File: config.mk
export PLATFORM = sky130hd
export DESIGN_NAME = apcd_top
export DESIGN_NICKNAME = d
export VERILOG_FILES = /design/src/common/apcd_pkg.sv /design/src/rtl/apcd_top.sv
export SDC_FILE = /design/constraint.sdc
export NUM_CORES = 1
export LEC_CHECK = 0
export BUFFER_PORTS_ARGS = -buffer_cell sky130_fd_sc_hd__buf_2
export CAP_MARGIN = 30
export CORE_MARGIN = 3
export CORE_UTILIZATION = 50
export DETAILED_ROUTE_END_ITERATION = 7
export PLACE_DENSITY = 0.71
export RECOVER_POWER = 100
export SETUP_SLACK_MARGIN = 0.4
export SLEW_MARGIN = 20
export SYNTH_ARGS = -nofsm -noshare
export SYNTH_HDL_FRONTEND = slang
export SYNTH_SLANG_ARGS = --single-unit
File: constraint.sdc
create_clock -name CLK -period 3.58 [get_ports CLK]
set_input_delay 0.179 -clock CLK [delete_from_list [all_inputs] [get_ports CLK]]
set_output_delay 0.179 -clock CLK [all_outputs]
set_load 0.005 [all_outputs]
File: src/common/apcd_pkg.sv
// Purpose: constants and carriers for the audio port clock/direction control
// Assumes: 8-bit registers on a simple parallel control port, byte addressed
// Notes: field positions and reset values are kept here; the checks and the bench repeat them as literals
//
// Notes on behaviour
// - serial data output pin is driven only while its enable bit 5 is 1.
// - mute request reaches power stage only while forward bit 4 is 1.
// - polarity 1 aligns frame/data edges to bit-clock rising edges, 0 to falling.
// - bit-clock output enable bit 4 makes the port master, else bit clock input.
// - master bit clock is the master clock divided by a programmable factor.
// - frame-clock output enable bit 0 drives the frame pin, else it is input.
// - master frame clock is the bit clock divided down to the sample rate.
// - bit-clock divider held reset while its run bit 1 is 0; resets to 0.
// - frame divider held reset while its run bit 0 is 0; resets to 1.
// - multiplier reference is master clock (0) or bit clock (1); auto mode overrides.
// - processing clock source from bits 2..0; codes above 101 mute the clock.
package apcd_pkg;
   // ----------------------------------------------------------------
   // register map
   // ----------------------------------------------------------------
   localparam logic [7:0] APCD_OFS_PIN_OE = 8'h08;
   localparam logic [7:0] APCD_OFS_PORT_CTRL = 8'h09;
   localparam logic [7:0] APCD_OFS_DIV_RUN = 8'h0C;
   localparam logic [7:0] APCD_OFS_CLK_SRC = 8'h0D;

   localparam int APCD_SDO_OE_BIT = 5;
   localparam int APCD_MUTE_FWD_BIT = 4;
   localparam int APCD_BCLK_POL_BIT = 5;
   localparam int APCD_BCLK_OE_BIT = 4;
   localparam int APCD_FRAME_OE_BIT = 0;
   localparam int APCD_BCLK_RUN_BIT = 1;
   localparam int APCD_FRAME_RUN_BIT = 0;
   localparam int APCD_REF_SEL_BIT = 4;
   localparam int APCD_SRC_LSB = 0;
   localparam int APCD_SRC_W = 3;

   localparam logic [7:0] APCD_RST_PIN_OE = 8'h00;
   localparam logic [7:0] APCD_RST_PORT_CTRL = 8'h00;
   localparam logic [7:0] APCD_RST_DIV_RUN = 8'h01;
   localparam logic [7:0] APCD_RST_CLK_SRC = 8'h00;

   // writable masks: reserved bits read as zero
   localparam logic [7:0] APCD_MSK_PIN_OE = 8'h30;
   localparam logic [7:0] APCD_MSK_PORT_CTRL = 8'h31;
   localparam logic [7:0] APCD_MSK_DIV_RUN = 8'h03;
   localparam logic [7:0] APCD_MSK_CLK_SRC = 8'h17;

   // highest legal processing clock source code (general pin)
   localparam logic [2:0] APCD_SRC_LAST = 3'h5;

   // divider defaults: half periods minus one
   localparam int APCD_BCLK_HALF_DEF = 1;
   localparam int APCD_FRAME_HALF_DEF = 31;

   // ----------------------------------------------------------------
   // carriers
   // ----------------------------------------------------------------
   typedef struct packed {
      logic wr;
      logic rd;
      logic [7:0] addr;
      logic [7:0] wdata;
   } apcd_req_t;

   typedef struct packed {
      logic rvalid;
      logic [7:0] rdata;
   } apcd_rsp_t;
endpackage

File: src/rtl/apcd_top.sv
// Purpose: serial audio port pin direction, mute forward and master clock dividers
// Assumes: CLK is the master clock; link pins are asynchronous to it
// Notes: received words pass a two-entry buffer before OUT_VALID/OUT_READY
`timescale 1ns/1ps
module apcd_top import apcd_pkg::*; #(
   parameter int DATA_W = 32,
   parameter int BDIV_W = 8,
   parameter int FDIV_W = 8
) (
   input wire logic CLK,
   input wire logic RST,
   input wire logic CE,
   input wire apcd_req_t REQ,
   output apcd_rsp_t RSP,
   input wire logic [BDIV_W-1:0] BCLK_HALF,
   input wire logic [FDIV_W-1:0] FRAME_HALF,
   input wire logic AUTO_CLK_MODE,
   input wire logic MUTE_REQ,
   output logic PA_MUTE,
   input wire logic BCLK_I,
   output logic BCLK_O,
   output logic BCLK_OE,
   input wire logic LRCK_I,
   output logic LRCK_O,
   output logic LRCK_OE,
   input wire logic DIN,
   input wire logic SDO_I,
   output logic SDO_O,
   output logic SDO_OE,
   output logic PLL_REF_BCLK,
   output logic [2:0] PROC_CLK_SRC,
   output logic PROC_CLK_MUTED,
   output logic OUT_VALID,
   output logic [DATA_W-1:0] OUT_DATA,
   input wire logic OUT_READY,
   output logic RX_OVERRUN
);
   // ----------------------------------------------------------------
   // control registers
   // ----------------------------------------------------------------
   logic [7:0] pin_oe_reg, pin_oe_next;
   logic [7:0] port_ctrl_reg, port_ctrl_next;
   logic [7:0] div_run_reg, div_run_next;
   logic [7:0] clk_src_reg, clk_src_next;
   apcd_rsp_t rsp_reg, rsp_next;

   always_comb begin
      pin_oe_next = pin_oe_reg;
      port_ctrl_next = port_ctrl_reg;
      div_run_next = div_run_reg;
      clk_src_next = clk_src_reg;
      rsp_next = '0;
      if (REQ.wr) begin
         unique case (REQ.addr)
            APCD_OFS_PIN_OE: pin_oe_next = REQ.wdata & APCD_MSK_PIN_OE;
            APCD_OFS_PORT_CTRL: port_ctrl_next = REQ.wdata & APCD_MSK_PORT_CTRL;
            APCD_OFS_DIV_RUN: div_run_next = REQ.wdata & APCD_MSK_DIV_RUN;
            APCD_OFS_CLK_SRC: clk_src_next = REQ.wdata & APCD_MSK_CLK_SRC;
            default: ;
         endcase
      end
      if (REQ.rd) begin
         rsp_next.rvalid = 1'b1;
         unique case (REQ.addr)
            APCD_OFS_PIN_OE: rsp_next.rdata = pin_oe_reg;
            APCD_OFS_PORT_CTRL: rsp_next.rdata = port_ctrl_reg;
            APCD_OFS_DIV_RUN: rsp_next.rdata = div_run_reg;
            APCD_OFS_CLK_SRC: rsp_next.rdata = clk_src_reg;
            default: rsp_next.rdata = 8'h00;
         endcase
      end
   end

   always_ff @(posedge CLK) begin
      if (RST) begin
         pin_oe_reg <= APCD_RST_PIN_OE;
         port_ctrl_reg <= APCD_RST_PORT_CTRL;
         div_run_reg <= APCD_RST_DIV_RUN;
         clk_src_reg <= APCD_RST_CLK_SRC;
         rsp_reg <= '0;
      end else if (CE) begin
         pin_oe_reg <= pin_oe_next;
         port_ctrl_reg <= port_ctrl_next;
         div_run_reg <= div_run_next;
         clk_src_reg <= clk_src_next;
         rsp_reg <= rsp_next;
      end
   end

   // settings seen by the logic from the cycle after a write
   logic pol, bclk_master, frame_master, bclk_run, frame_run;
   assign pol = port_ctrl_reg[APCD_BCLK_POL_BIT];
   assign bclk_master = port_ctrl_reg[APCD_BCLK_OE_BIT];
   assign frame_master = port_ctrl_reg[APCD_FRAME_OE_BIT];
   assign bclk_run = div_run_reg[APCD_BCLK_RUN_BIT];
   assign frame_run = div_run_reg[APCD_FRAME_RUN_BIT];

   // ----------------------------------------------------------------
   // pin synchronisers
   // ----------------------------------------------------------------
   logic [2:0] bclk_sync_reg, bclk_sync_next;
   logic [2:0] lrck_sync_reg, lrck_sync_next;
   logic [1:0] din_sync_reg, din_sync_next;

   always_comb begin
      // stage 0 only feeds stage 1; stage 2 is edge history
      bclk_sync_next = {bclk_sync_reg[1:0], BCLK_I};
      lrck_sync_next = {lrck_sync_reg[1:0], LRCK_I};
      din_sync_next = {din_sync_reg[0], DIN};
   end

   always_ff @(posedge CLK) begin
      if (RST) begin
         bclk_sync_reg <= '0;
         lrck_sync_reg <= '0;
         din_sync_reg <= '0;
      end else if (CE) begin
         bclk_sync_reg <= bclk_sync_next;
         lrck_sync_reg <= lrck_sync_next;
         din_sync_reg <= din_sync_next;
      end
   end

   // ----------------------------------------------------------------
   // master clock dividers
   // ----------------------------------------------------------------
   logic [BDIV_W-1:0] bcnt_reg, bcnt_next;
   logic [FDIV_W-1:0] fcnt_reg, fcnt_next;
   logic bclk_reg, bclk_next;
   logic lrck_reg, lrck_next;
   logic btick_rise, btick_fall;

   always_comb begin
      bcnt_next = bcnt_reg;
      bclk_next = bclk_reg;
      fcnt_next = fcnt_reg;
      lrck_next = lrck_reg;
      btick_rise = 1'b0;
      btick_fall = 1'b0;
      if (!bclk_run) begin
         bcnt_next = '0;
         bclk_next = 1'b0;
      end else if (bcnt_reg >= BCLK_HALF) begin
         bcnt_next = '0;
         bclk_next = ~bclk_reg;
         btick_rise = ~bclk_reg;
         btick_fall = bclk_reg;
      end else begin
         bcnt_next = bcnt_reg + 1'b1;
      end
      // frame edges land on the falling bit-clock edge of the divider
      if (!frame_run) begin
         fcnt_next = '0;
         lrck_next = 1'b0;
      end else if (btick_fall) begin
         if (fcnt_reg >= FRAME_HALF) begin
            fcnt_next = '0;
            lrck_next = ~lrck_reg;
         end else begin
            fcnt_next = fcnt_reg + 1'b1;
         end
      end
   end

   always_ff @(posedge CLK) begin
      if (RST) begin
         bcnt_reg <= '0;
         bclk_reg <= 1'b0;
         fcnt_reg <= '0;
         lrck_reg <= 1'b0;
      end else if (CE) begin
         bcnt_reg <= bcnt_next;
         bclk_reg <= bclk_next;
         fcnt_reg <= fcnt_next;
         lrck_reg <= lrck_next;
      end
   end

   // ----------------------------------------------------------------
   // receive deserializer
   // ----------------------------------------------------------------
   logic [DATA_W-1:0] shift_reg, shift_next;
   logic last_frame_reg, last_frame_next;
   logic sample, frame_lvl, push;
   logic [DATA_W-1:0] push_word;

   always_comb begin
      // in master mode the source follows our clocks; the bit-clock pin is not sampled
      if (bclk_master) begin
         sample = btick_rise;
      end else if (pol) begin
         sample = ~bclk_sync_reg[1] & bclk_sync_reg[2];
      end else begin
         sample = bclk_sync_reg[1] & ~bclk_sync_reg[2];
      end
      frame_lvl = frame_master ? lrck_reg : lrck_sync_reg[1];
      shift_next = shift_reg;
      last_frame_next = last_frame_reg;
      push = 1'b0;
      push_word = shift_reg;
      if (sample) begin
         last_frame_next = frame_lvl;
         shift_next = {shift_reg[DATA_W-2:0], din_sync_reg[1]};
         // frame level change closes the word gathered so far
         if (frame_lvl != last_frame_reg) begin
            push = 1'b1;
            shift_next = {{(DATA_W-1){1'b0}}, din_sync_reg[1]};
         end
      end
   end

   always_ff @(posedge CLK) begin
      if (RST) begin
         shift_reg <= '0;
         last_frame_reg <= 1'b0;
      end else if (CE) begin
         shift_reg <= shift_next;
         last_frame_reg <= last_frame_next;
      end
   end

   // ----------------------------------------------------------------
   // two-entry output buffer
   // ----------------------------------------------------------------
   logic head_v_reg, head_v_next, skid_v_reg, skid_v_next;
   logic [DATA_W-1:0] head_d_reg, head_d_next, skid_d_reg, skid_d_next;
   logic ovr_reg, ovr_next, in_ready;

   always_comb begin
      // serial link cannot be stalled, so a full buffer drops and flags
      in_ready = ~skid_v_reg;
      head_v_next = head_v_reg;
      head_d_next = head_d_reg;
      skid_v_next = skid_v_reg;
      skid_d_next = skid_d_reg;
      ovr_next = push & ~in_ready;
      if (head_v_reg && OUT_READY) begin
         head_v_next = 1'b0;
      end
      if (!head_v_next && skid_v_reg) begin
         head_v_next = 1'b1;
         head_d_next = skid_d_reg;
         skid_v_next = 1'b0;
      end
      if (push && in_ready) begin
         if (!head_v_next) begin
            head_v_next = 1'b1;
            head_d_next = push_word;
         end else begin
            skid_v_next = 1'b1;
            skid_d_next = push_word;
         end
      end
   end

   always_ff @(posedge CLK) begin
      if (RST) begin
         head_v_reg <= 1'b0;
         head_d_reg <= '0;
         skid_v_reg <= 1'b0;
         skid_d_reg <= '0;
         ovr_reg <= 1'b0;
      end else if (CE) begin
         head_v_reg <= head_v_next;
         head_d_reg <= head_d_next;
         skid_v_reg <= skid_v_next;
         skid_d_reg <= skid_d_next;
         ovr_reg <= ovr_next;
      end
   end

   // ----------------------------------------------------------------
   // pin and clock-select outputs
   // ----------------------------------------------------------------
   logic pa_mute_reg, pa_mute_next;
   logic bclk_o_reg, bclk_o_next, bclk_oe_reg, bclk_oe_next;
   logic lrck_o_reg, lrck_o_next, lrck_oe_reg, lrck_oe_next;
   logic sdo_o_reg, sdo_o_next, sdo_oe_reg, sdo_oe_next;
   logic ref_reg, ref_next, muted_reg, muted_next;
   logic [2:0] src_reg, src_next;

   always_comb begin
      pa_mute_next = MUTE_REQ & pin_oe_next[APCD_MUTE_FWD_BIT];
      sdo_oe_next = pin_oe_next[APCD_SDO_OE_BIT];
      sdo_o_next = din_sync_reg[1] & sdo_oe_next;
      // pin edge follows polarity: inverted mode moves frame edges to rising
      bclk_oe_next = port_ctrl_next[APCD_BCLK_OE_BIT];
      bclk_o_next = (bclk_next ^ port_ctrl_next[APCD_BCLK_POL_BIT]) & bclk_oe_next;
      lrck_oe_next = port_ctrl_next[APCD_FRAME_OE_BIT];
      lrck_o_next = lrck_next & lrck_oe_next;
      ref_next = clk_src_next[APCD_REF_SEL_BIT] & ~AUTO_CLK_MODE;
      src_next = clk_src_next[APCD_SRC_LSB +: APCD_SRC_W];
      muted_next = src_next > APCD_SRC_LAST;
   end

   always_ff @(posedge CLK) begin
      if (RST) begin
         pa_mute_reg <= 1'b0;
         sdo_o_reg <= 1'b0;
         sdo_oe_reg <= 1'b0;
         bclk_o_reg <= 1'b0;
         bclk_oe_reg <= 1'b0;
         lrck_o_reg <= 1'b0;
         lrck_oe_reg <= 1'b0;
         ref_reg <= 1'b0;
         src_reg <= 3'h0;
         muted_reg <= 1'b0;
      end else if (CE) begin
         pa_mute_reg <= pa_mute_next;
         sdo_o_reg <= sdo_o_next;
         sdo_oe_reg <= sdo_oe_next;
         bclk_o_reg <= bclk_o_next;
         bclk_oe_reg <= bclk_oe_next;
         lrck_o_reg <= lrck_o_next;
         lrck_oe_reg <= lrck_oe_next;
         ref_reg <= ref_next;
         src_reg <= src_next;
         muted_reg <= muted_next;
      end
   end

   assign RSP = rsp_reg;
   assign PA_MUTE = pa_mute_reg;
   assign SDO_O = sdo_o_reg;
   assign SDO_OE = sdo_oe_reg;
   assign BCLK_O = bclk_o_reg;
   assign BCLK_OE = bclk_oe_reg;
   assign LRCK_O = lrck_o_reg;
   assign LRCK_OE = lrck_oe_reg;
   assign PLL_REF_BCLK = ref_reg;
   assign PROC_CLK_SRC = src_reg;
   assign PROC_CLK_MUTED = muted_reg;
   assign OUT_VALID = head_v_reg;
   assign OUT_DATA = head_d_reg;
   assign RX_OVERRUN = ovr_reg;
endmodule

# After elaboration in Yosys (flattened, before gate mapping)
# Cells that the tools add are included.
[word_totals] register_bits=157 latch_bits=0 ram_bits=0 mem_bits_ro=0 input_bits=44 out_inout_bits=55 word_cells=101 memories=0
[classes] addsub=2 mul=0 n_div=0 order_cmp=3 eq_ne=6 n_shift=0 mux=37 bitwise_logic=15 n_reduce_logical=8
[ops] cell="32-bit two-way mux" n=4
[ops] cell="8-bit two-way mux" n=5
[ops] cell="8-bit by 4-bit == test with 1-bit output (second input constant)" n=4
[ops] cell="6-bit two-way mux" n=4
[ops] cell="6-bit case mux with 4 select lines" n=1
[ops] cell="1-bit two-way mux" n=20
[ops] cell="8-bit by 1-bit adder with 8-bit output (second input constant)" n=2
[ops] cell="8-bit greater-or-equal comparator" n=2
[ops] cell="5-bit two-way mux" n=2
[ops] cell="9-bit two-way mux" n=1
[ops] cell="1-bit bitwise AND" n=8
[ops] cell="1-bit inverter" n=6
[ops] cell="3-bit AND reduction" n=2
[ops] cell="2-bit AND reduction" n=2
[ops] cell="3-bit > comparator (second input constant)" n=1
[ops] cell="1-bit logical AND" n=3
[ops] cell="2-bit by 1-bit inequality test with 1-bit output (second input constant)" n=1
[ops] cell="1-bit logical NOT" n=1
[ops] cell="1-bit inequality test" n=1
[ops] cell="1-bit bitwise XOR" n=1

# Logic depth before layout (Yosys ltp)
[depth] word_depth=7 depth_mapped=13 depth_no_buf=11

# Least setup slack after synthesis
# Ideal clock, no wire load.
[synth_timing] path_kind="register to register" from="register bcnt_reg[2]" to="register head_d_reg[10] (netlist: OUT_DATA[10])" setup_time_ns=0.119 arrival_time_ns=2.590 required_time_ns=3.461 setup_slack_ns=0.871 path_stages_with_launch=12 n_path_buf=1 period_less_slack_ns=2.709 cell_sequence="dfxtp_1 > ha_1 > or3_2 > a21oi_2 > o31ai_1 > ha_1 > a21boi_0 > a31oi_2 > nor2b_4 > o21a_2 > buf_4 > o221a_2"
[synth_via] elab_chain_cells=7
[synth_lines] element="start: declaration" line="apcd_top.sv:127" text="logic [BDIV_W-1:0] bcnt_reg, bcnt_next;"
[synth_lines] element="start signal: assignment" line="apcd_top.sv:172" text="bcnt_reg <= bcnt_next;"
[synth_lines] element="8-bit greater-or-equal comparator" line="apcd_top.sv:143" text="end else if (bcnt_reg >= BCLK_HALF) begin"
[synth_lines] element="1-bit two-way mux" line="apcd_top.sv:143"
[synth_lines] element="1-bit two-way mux" line="apcd_top.sv:140" text="if (!bclk_run) begin"
[synth_lines] element="1-bit two-way mux" line="apcd_top.sv:189" text="if (bclk_master) begin"
[synth_lines] element="1-bit two-way mux" line="apcd_top.sv:201" text="if (sample) begin"
[synth_lines] element="1-bit logical AND" line="apcd_top.sv:245" text="if (push && in_ready) begin"
[synth_lines] element="32-bit two-way mux" line="apcd_top.sv:245"
[synth_lines] element="end signal: assignment" line="apcd_top.sv:265" text="head_d_reg <= head_d_next;"
[synth_lines] element="end: declaration" line="apcd_top.sv:226" text="logic [DATA_W-1:0] head_d_reg, head_d_next, skid_d_reg, skid_d_next;"
# No other way between the ends.
# A chain may end at the register's enable or synchronous reset.

# Worst setup path after layout
[layout_timing] from="register bcnt_reg[4]" to="register shift_reg[2] (netlist: push_word[2])"
[layout_via] elab_chain_cells=5
[layout_lines] element="8-bit greater-or-equal comparator" line="apcd_top.sv:143"
[layout_lines] element="1-bit two-way mux" line="apcd_top.sv:143"
[layout_lines] element="1-bit two-way mux" line="apcd_top.sv:140"
[layout_lines] element="1-bit two-way mux" line="apcd_top.sv:189"
[layout_lines] element="2-bit AND reduction (no source line)"
[layout_lines] element="end signal: assignment" line="apcd_top.sv:217" text="shift_reg <= shift_next;"
[layout_lines] element="end: declaration" line="apcd_top.sv:182" text="logic [DATA_W-1:0] shift_reg, shift_next;"
# No other way between the ends.

==> out/metrics.csv <==
stage,metric,value,unit
power,p_total,0.00365,W
synthesis,ys_ff_latch,148,
setup_path,r2r_end,push_word[2]$_SDFFE_PP0P_,
clocking,cts_buffer_depth,2,
min_path,hold_path.class,primary input to register,
floorplanning,pin_count,99,
routing,wire_per_inst,15.7,um
clocking,worstSkewPairLatency,0.42,ns
sta,final.min_clock_period,3.10,ns
floorplanning,rows,41,
min_path,worstHoldStart,REQ[2],
layout,finalNonFillerCells,990,
routing,drtIter0Drc,389,
sta,period_share,86.5,%
routing,vias_per_cell,5.50,
sta,max_slew_margin,-21.6,%
clocking,clk_pin_slew,0.06,ns
placed_design,dp_cells,954,
sta,setup-tns-final,0,ns
status,violations,"max-capacitance violations, max-slew violations",
setup_path,critical_path_arrival,3.44,ns
layout,nets,868,
floorplanning,core,0.0128,mm^2
synthesis,netlist.area_leader.share,44.4,%
global_route,grt_pass1_vias,5439,
routing,vias,5444,
synthesis,synth_top_area_cell,dfxtp_1,
layout,stdcell_area,0.00775,mm^2
global_route,antenna_found_initial,0,
global_route,grt_pass1_wl,25700,um
sta,worst_pin_slew,1.80,ns
clocking,cts_setup_buffers,0,
synthesis,synthMostInstantiatedCell,dfxtp_1,
synthesis,synthCells,733,
setup_path,r2r-start,bcnt_reg[4]$_SDFFE_PP0P_,
setup_path,required,3.93,ns
synthesis,synth.top_cells.by_count,"dfxtp_1 (148), a21oi_1 (86), nor2_1 (65)",
global_route,grt_max_degree,62,
synthesis,synthFlopType,dfxtp_1,
power,p_leak,3.35,nW
placed_design,dp_hpwl,9870,um
floorplanning,design.die.area,0.0148,mm^2
floorplanning,die_w,122,um
synthesis,ys_seq_area_share,44.4,%
layout,fillers,1103,
min_path,whs_path_depth,3,
setup_path,r2r_cells,11,
synthesis,synth_edf_count,0,
layout,multi_input_area,0.00321,mm^2
setup_path,ff2ff_setup_slack,0.48,ns
placed_design,gp_congestion,0.829,
clocking,cts_tree,built,
setup_path,start_kind,register,
sta,rsz0062_at_grt,no,
clocking,ctsHtreeMaxLevel,4,
synthesis,synth_area_leaders,"dfxtp_1 (44%), mux2i_1 (8.6%), a21oi_1 (6.5%), o221a_2 (5.1%), ha_1 (3.8%)",
layout,syn2layout_area_growth,16.2,%
layout,drive_gt1_share,19.6,%
setup_path,crit_fanout,32,
clocking,cts.sink_count,148,
synthesis,ys_warn_count,0,
layout,seq_area,0.00296,mm^2
floorplanning,die_y,122,um
sta,timing.fmax,323,MHz
synthesis,syn_area,0.00667,mm^2
global_route,grt_use_total,21.4,%
min_path,hold_end,clk_src_reg[2]$_SDFFE_PP0P_,
global_route,grt-ovfl-total,0,
setup_path,endpoint_kind,register,
clocking,root_buffer,clkbuf_16,
synthesis,postSynthAreaPerCell,9.10,um^2
setup_path,critical_path_class,register to register,
clocking,numCtsBuffers,17,
sta,hold_violations,0,
placed_design,dpl_cell_area,0.00714,mm^2
routing,finalWirelength,15500,um
floorplanning,start_util,52.0,%
sta,report.final.slew_viol_count,48,
placed_design,place.port_buffers,91,
synthesis,async_flop_share,0,%
sta,clock_skew,0.00760,ns
power,powerDensity,471,mW/mm^2
status,outcome,finished with violations,
synthesis,synth_cell_type_count,69,
flow_run,drv_cap,2,
routing,ant_nets,0,
routing,dr.pass1.iters,5,
routing,post-route-drc-count,0,
power,ir_drop,0.000269,V
sta,finalSetupViolCount,0,
sta,timing.hold.ws,0.0224,ns
[per-stage QoR]
step,utilization (%),setup slack [ns]
after CTS,60.8,0.442
after global routing,60.4,0.209
final,60.4,0.484
after floorplan,-,0.871
after global placement,55.7,0.260
after detailed placement,55.7,0.162
[final cells by class]
type	count	area share, %
diodes	1	0.0323
clock buffers	22	6.12
clock inverters	10	1.89
inverters	55	2.66
multi-input cells	479	41.4
flip-flops and latches	148	38.2
well taps	172	2.78
repair buffers	103	6.89
[cell usage in the layout (no fill, tap or decap), types with 3 or more instances in the layout]
cell       count
clkbuf_8       3
clkbuf_1      24
a21oi_1       87
o221a_2       30
buf_4          6
a21o_2         3
mux2_2         5
bufinv_16      3
nor2_1        65
dfxtp_1      148
clkinv_4       3
or3_1          3
and3_1         5
conb_1         3
and2_1         5
nand2_1       60
mux2i_1       57
ha_1          20
o21ai_0        4
inv_1         55
nand4_1        8
nand3b_1       4
clkbuf_16     17
nand3_1       49
nand2b_1       7
or4_1          3
xnor2_1        5
a22oi_1        3
buf_2         69
nor2b_1        4
[routing by layer]
layer  wire, um  share of wire, %  global-route usage (%)  up-vias
li1           -                 -                       -     2705
met5          0                 0                       0        -
met3        657               4.2                    5.36       19
met1       7010                45                    26.9     2604
met4        219               1.4                    8.12        0
met2       7610                49                    35.6      116
[worst max-delay path: stages, from the launching register on]
cell and delay (ns):
dfxtp_1 0.37, ha_1 0.25, or4_4 0.51, a21oi_1 0.22, o31ai_1 0.16, ha_1 0.21
a21boi_0 0.22, a31oi_2 0.10, nand2_1 0.09, clkbuf_2 0.58, nand2_1 0.14, a21oi_1 0.16
[cell families after synthesis]
family / after synthesis / synth area share (%)
AO/OA/AOI/OAI: 158 / 17.1
XOR/XNOR: 8 / 1.16
adder cells (fa/ha/maj): 20 / 3.75
buffers and inverters: 109 / 7.58
flip-flops: 148 / 44.4
multiplexers: 63 / 9.60
other: 1 / 0.0562
AND/OR/NAND/NOR: 226 / 16.3
[report_power, final]
part | internal, W | switching, W | total [W]
Sequential | 0.00165 | 0.00000447 | 0.00166
Clock | 0.00116 | 0.000689 | 0.00185
Combinational | 0.0000505 | 0.0000935 | 0.000144
[worst max-delay path by stage]
| stage | start | to | slack [ns] |
|---|---|---|---|
| after global placement | bcnt_reg[0]$_SDFFE_PP0P_ | OUT_DATA[5]$_SDFFE_PP0P_ | 0.26 |
| after CTS | bcnt_reg[2]$_SDFFE_PP0P_ | OUT_DATA[6]$_SDFFE_PP0P_ | 0.44 |
| after global routing | bcnt_reg[4]$_SDFFE_PP0P_ | push_word[0]$_SDFFE_PP0P_ | 0.21 |
| after detailed placement | bcnt_reg[0]$_SDFFE_PP0P_ | OUT_DATA[30]$_SDFFE_PP0P_ | 0.16 |
| after floorplan | bcnt_reg[2]$_SDFFE_PP0P_ | OUT_DATA[10]$_SDFFE_PP0P_ | 0.87 |
| final | bcnt_reg[4]$_SDFFE_PP0P_ | push_word[2]$_SDFFE_PP0P_ | 0.48 |
[timing repair]
item | in CTS | in global routing
hold endpoints to repair | 2 | 0
cloned | 0 | 1
gates resized for setup | 1 | 4
hold buffers | 2 | 0
setup endpoints to repair | 32 | 32
pin swaps | 0 | 1
(Power assumes the default switching activity.)
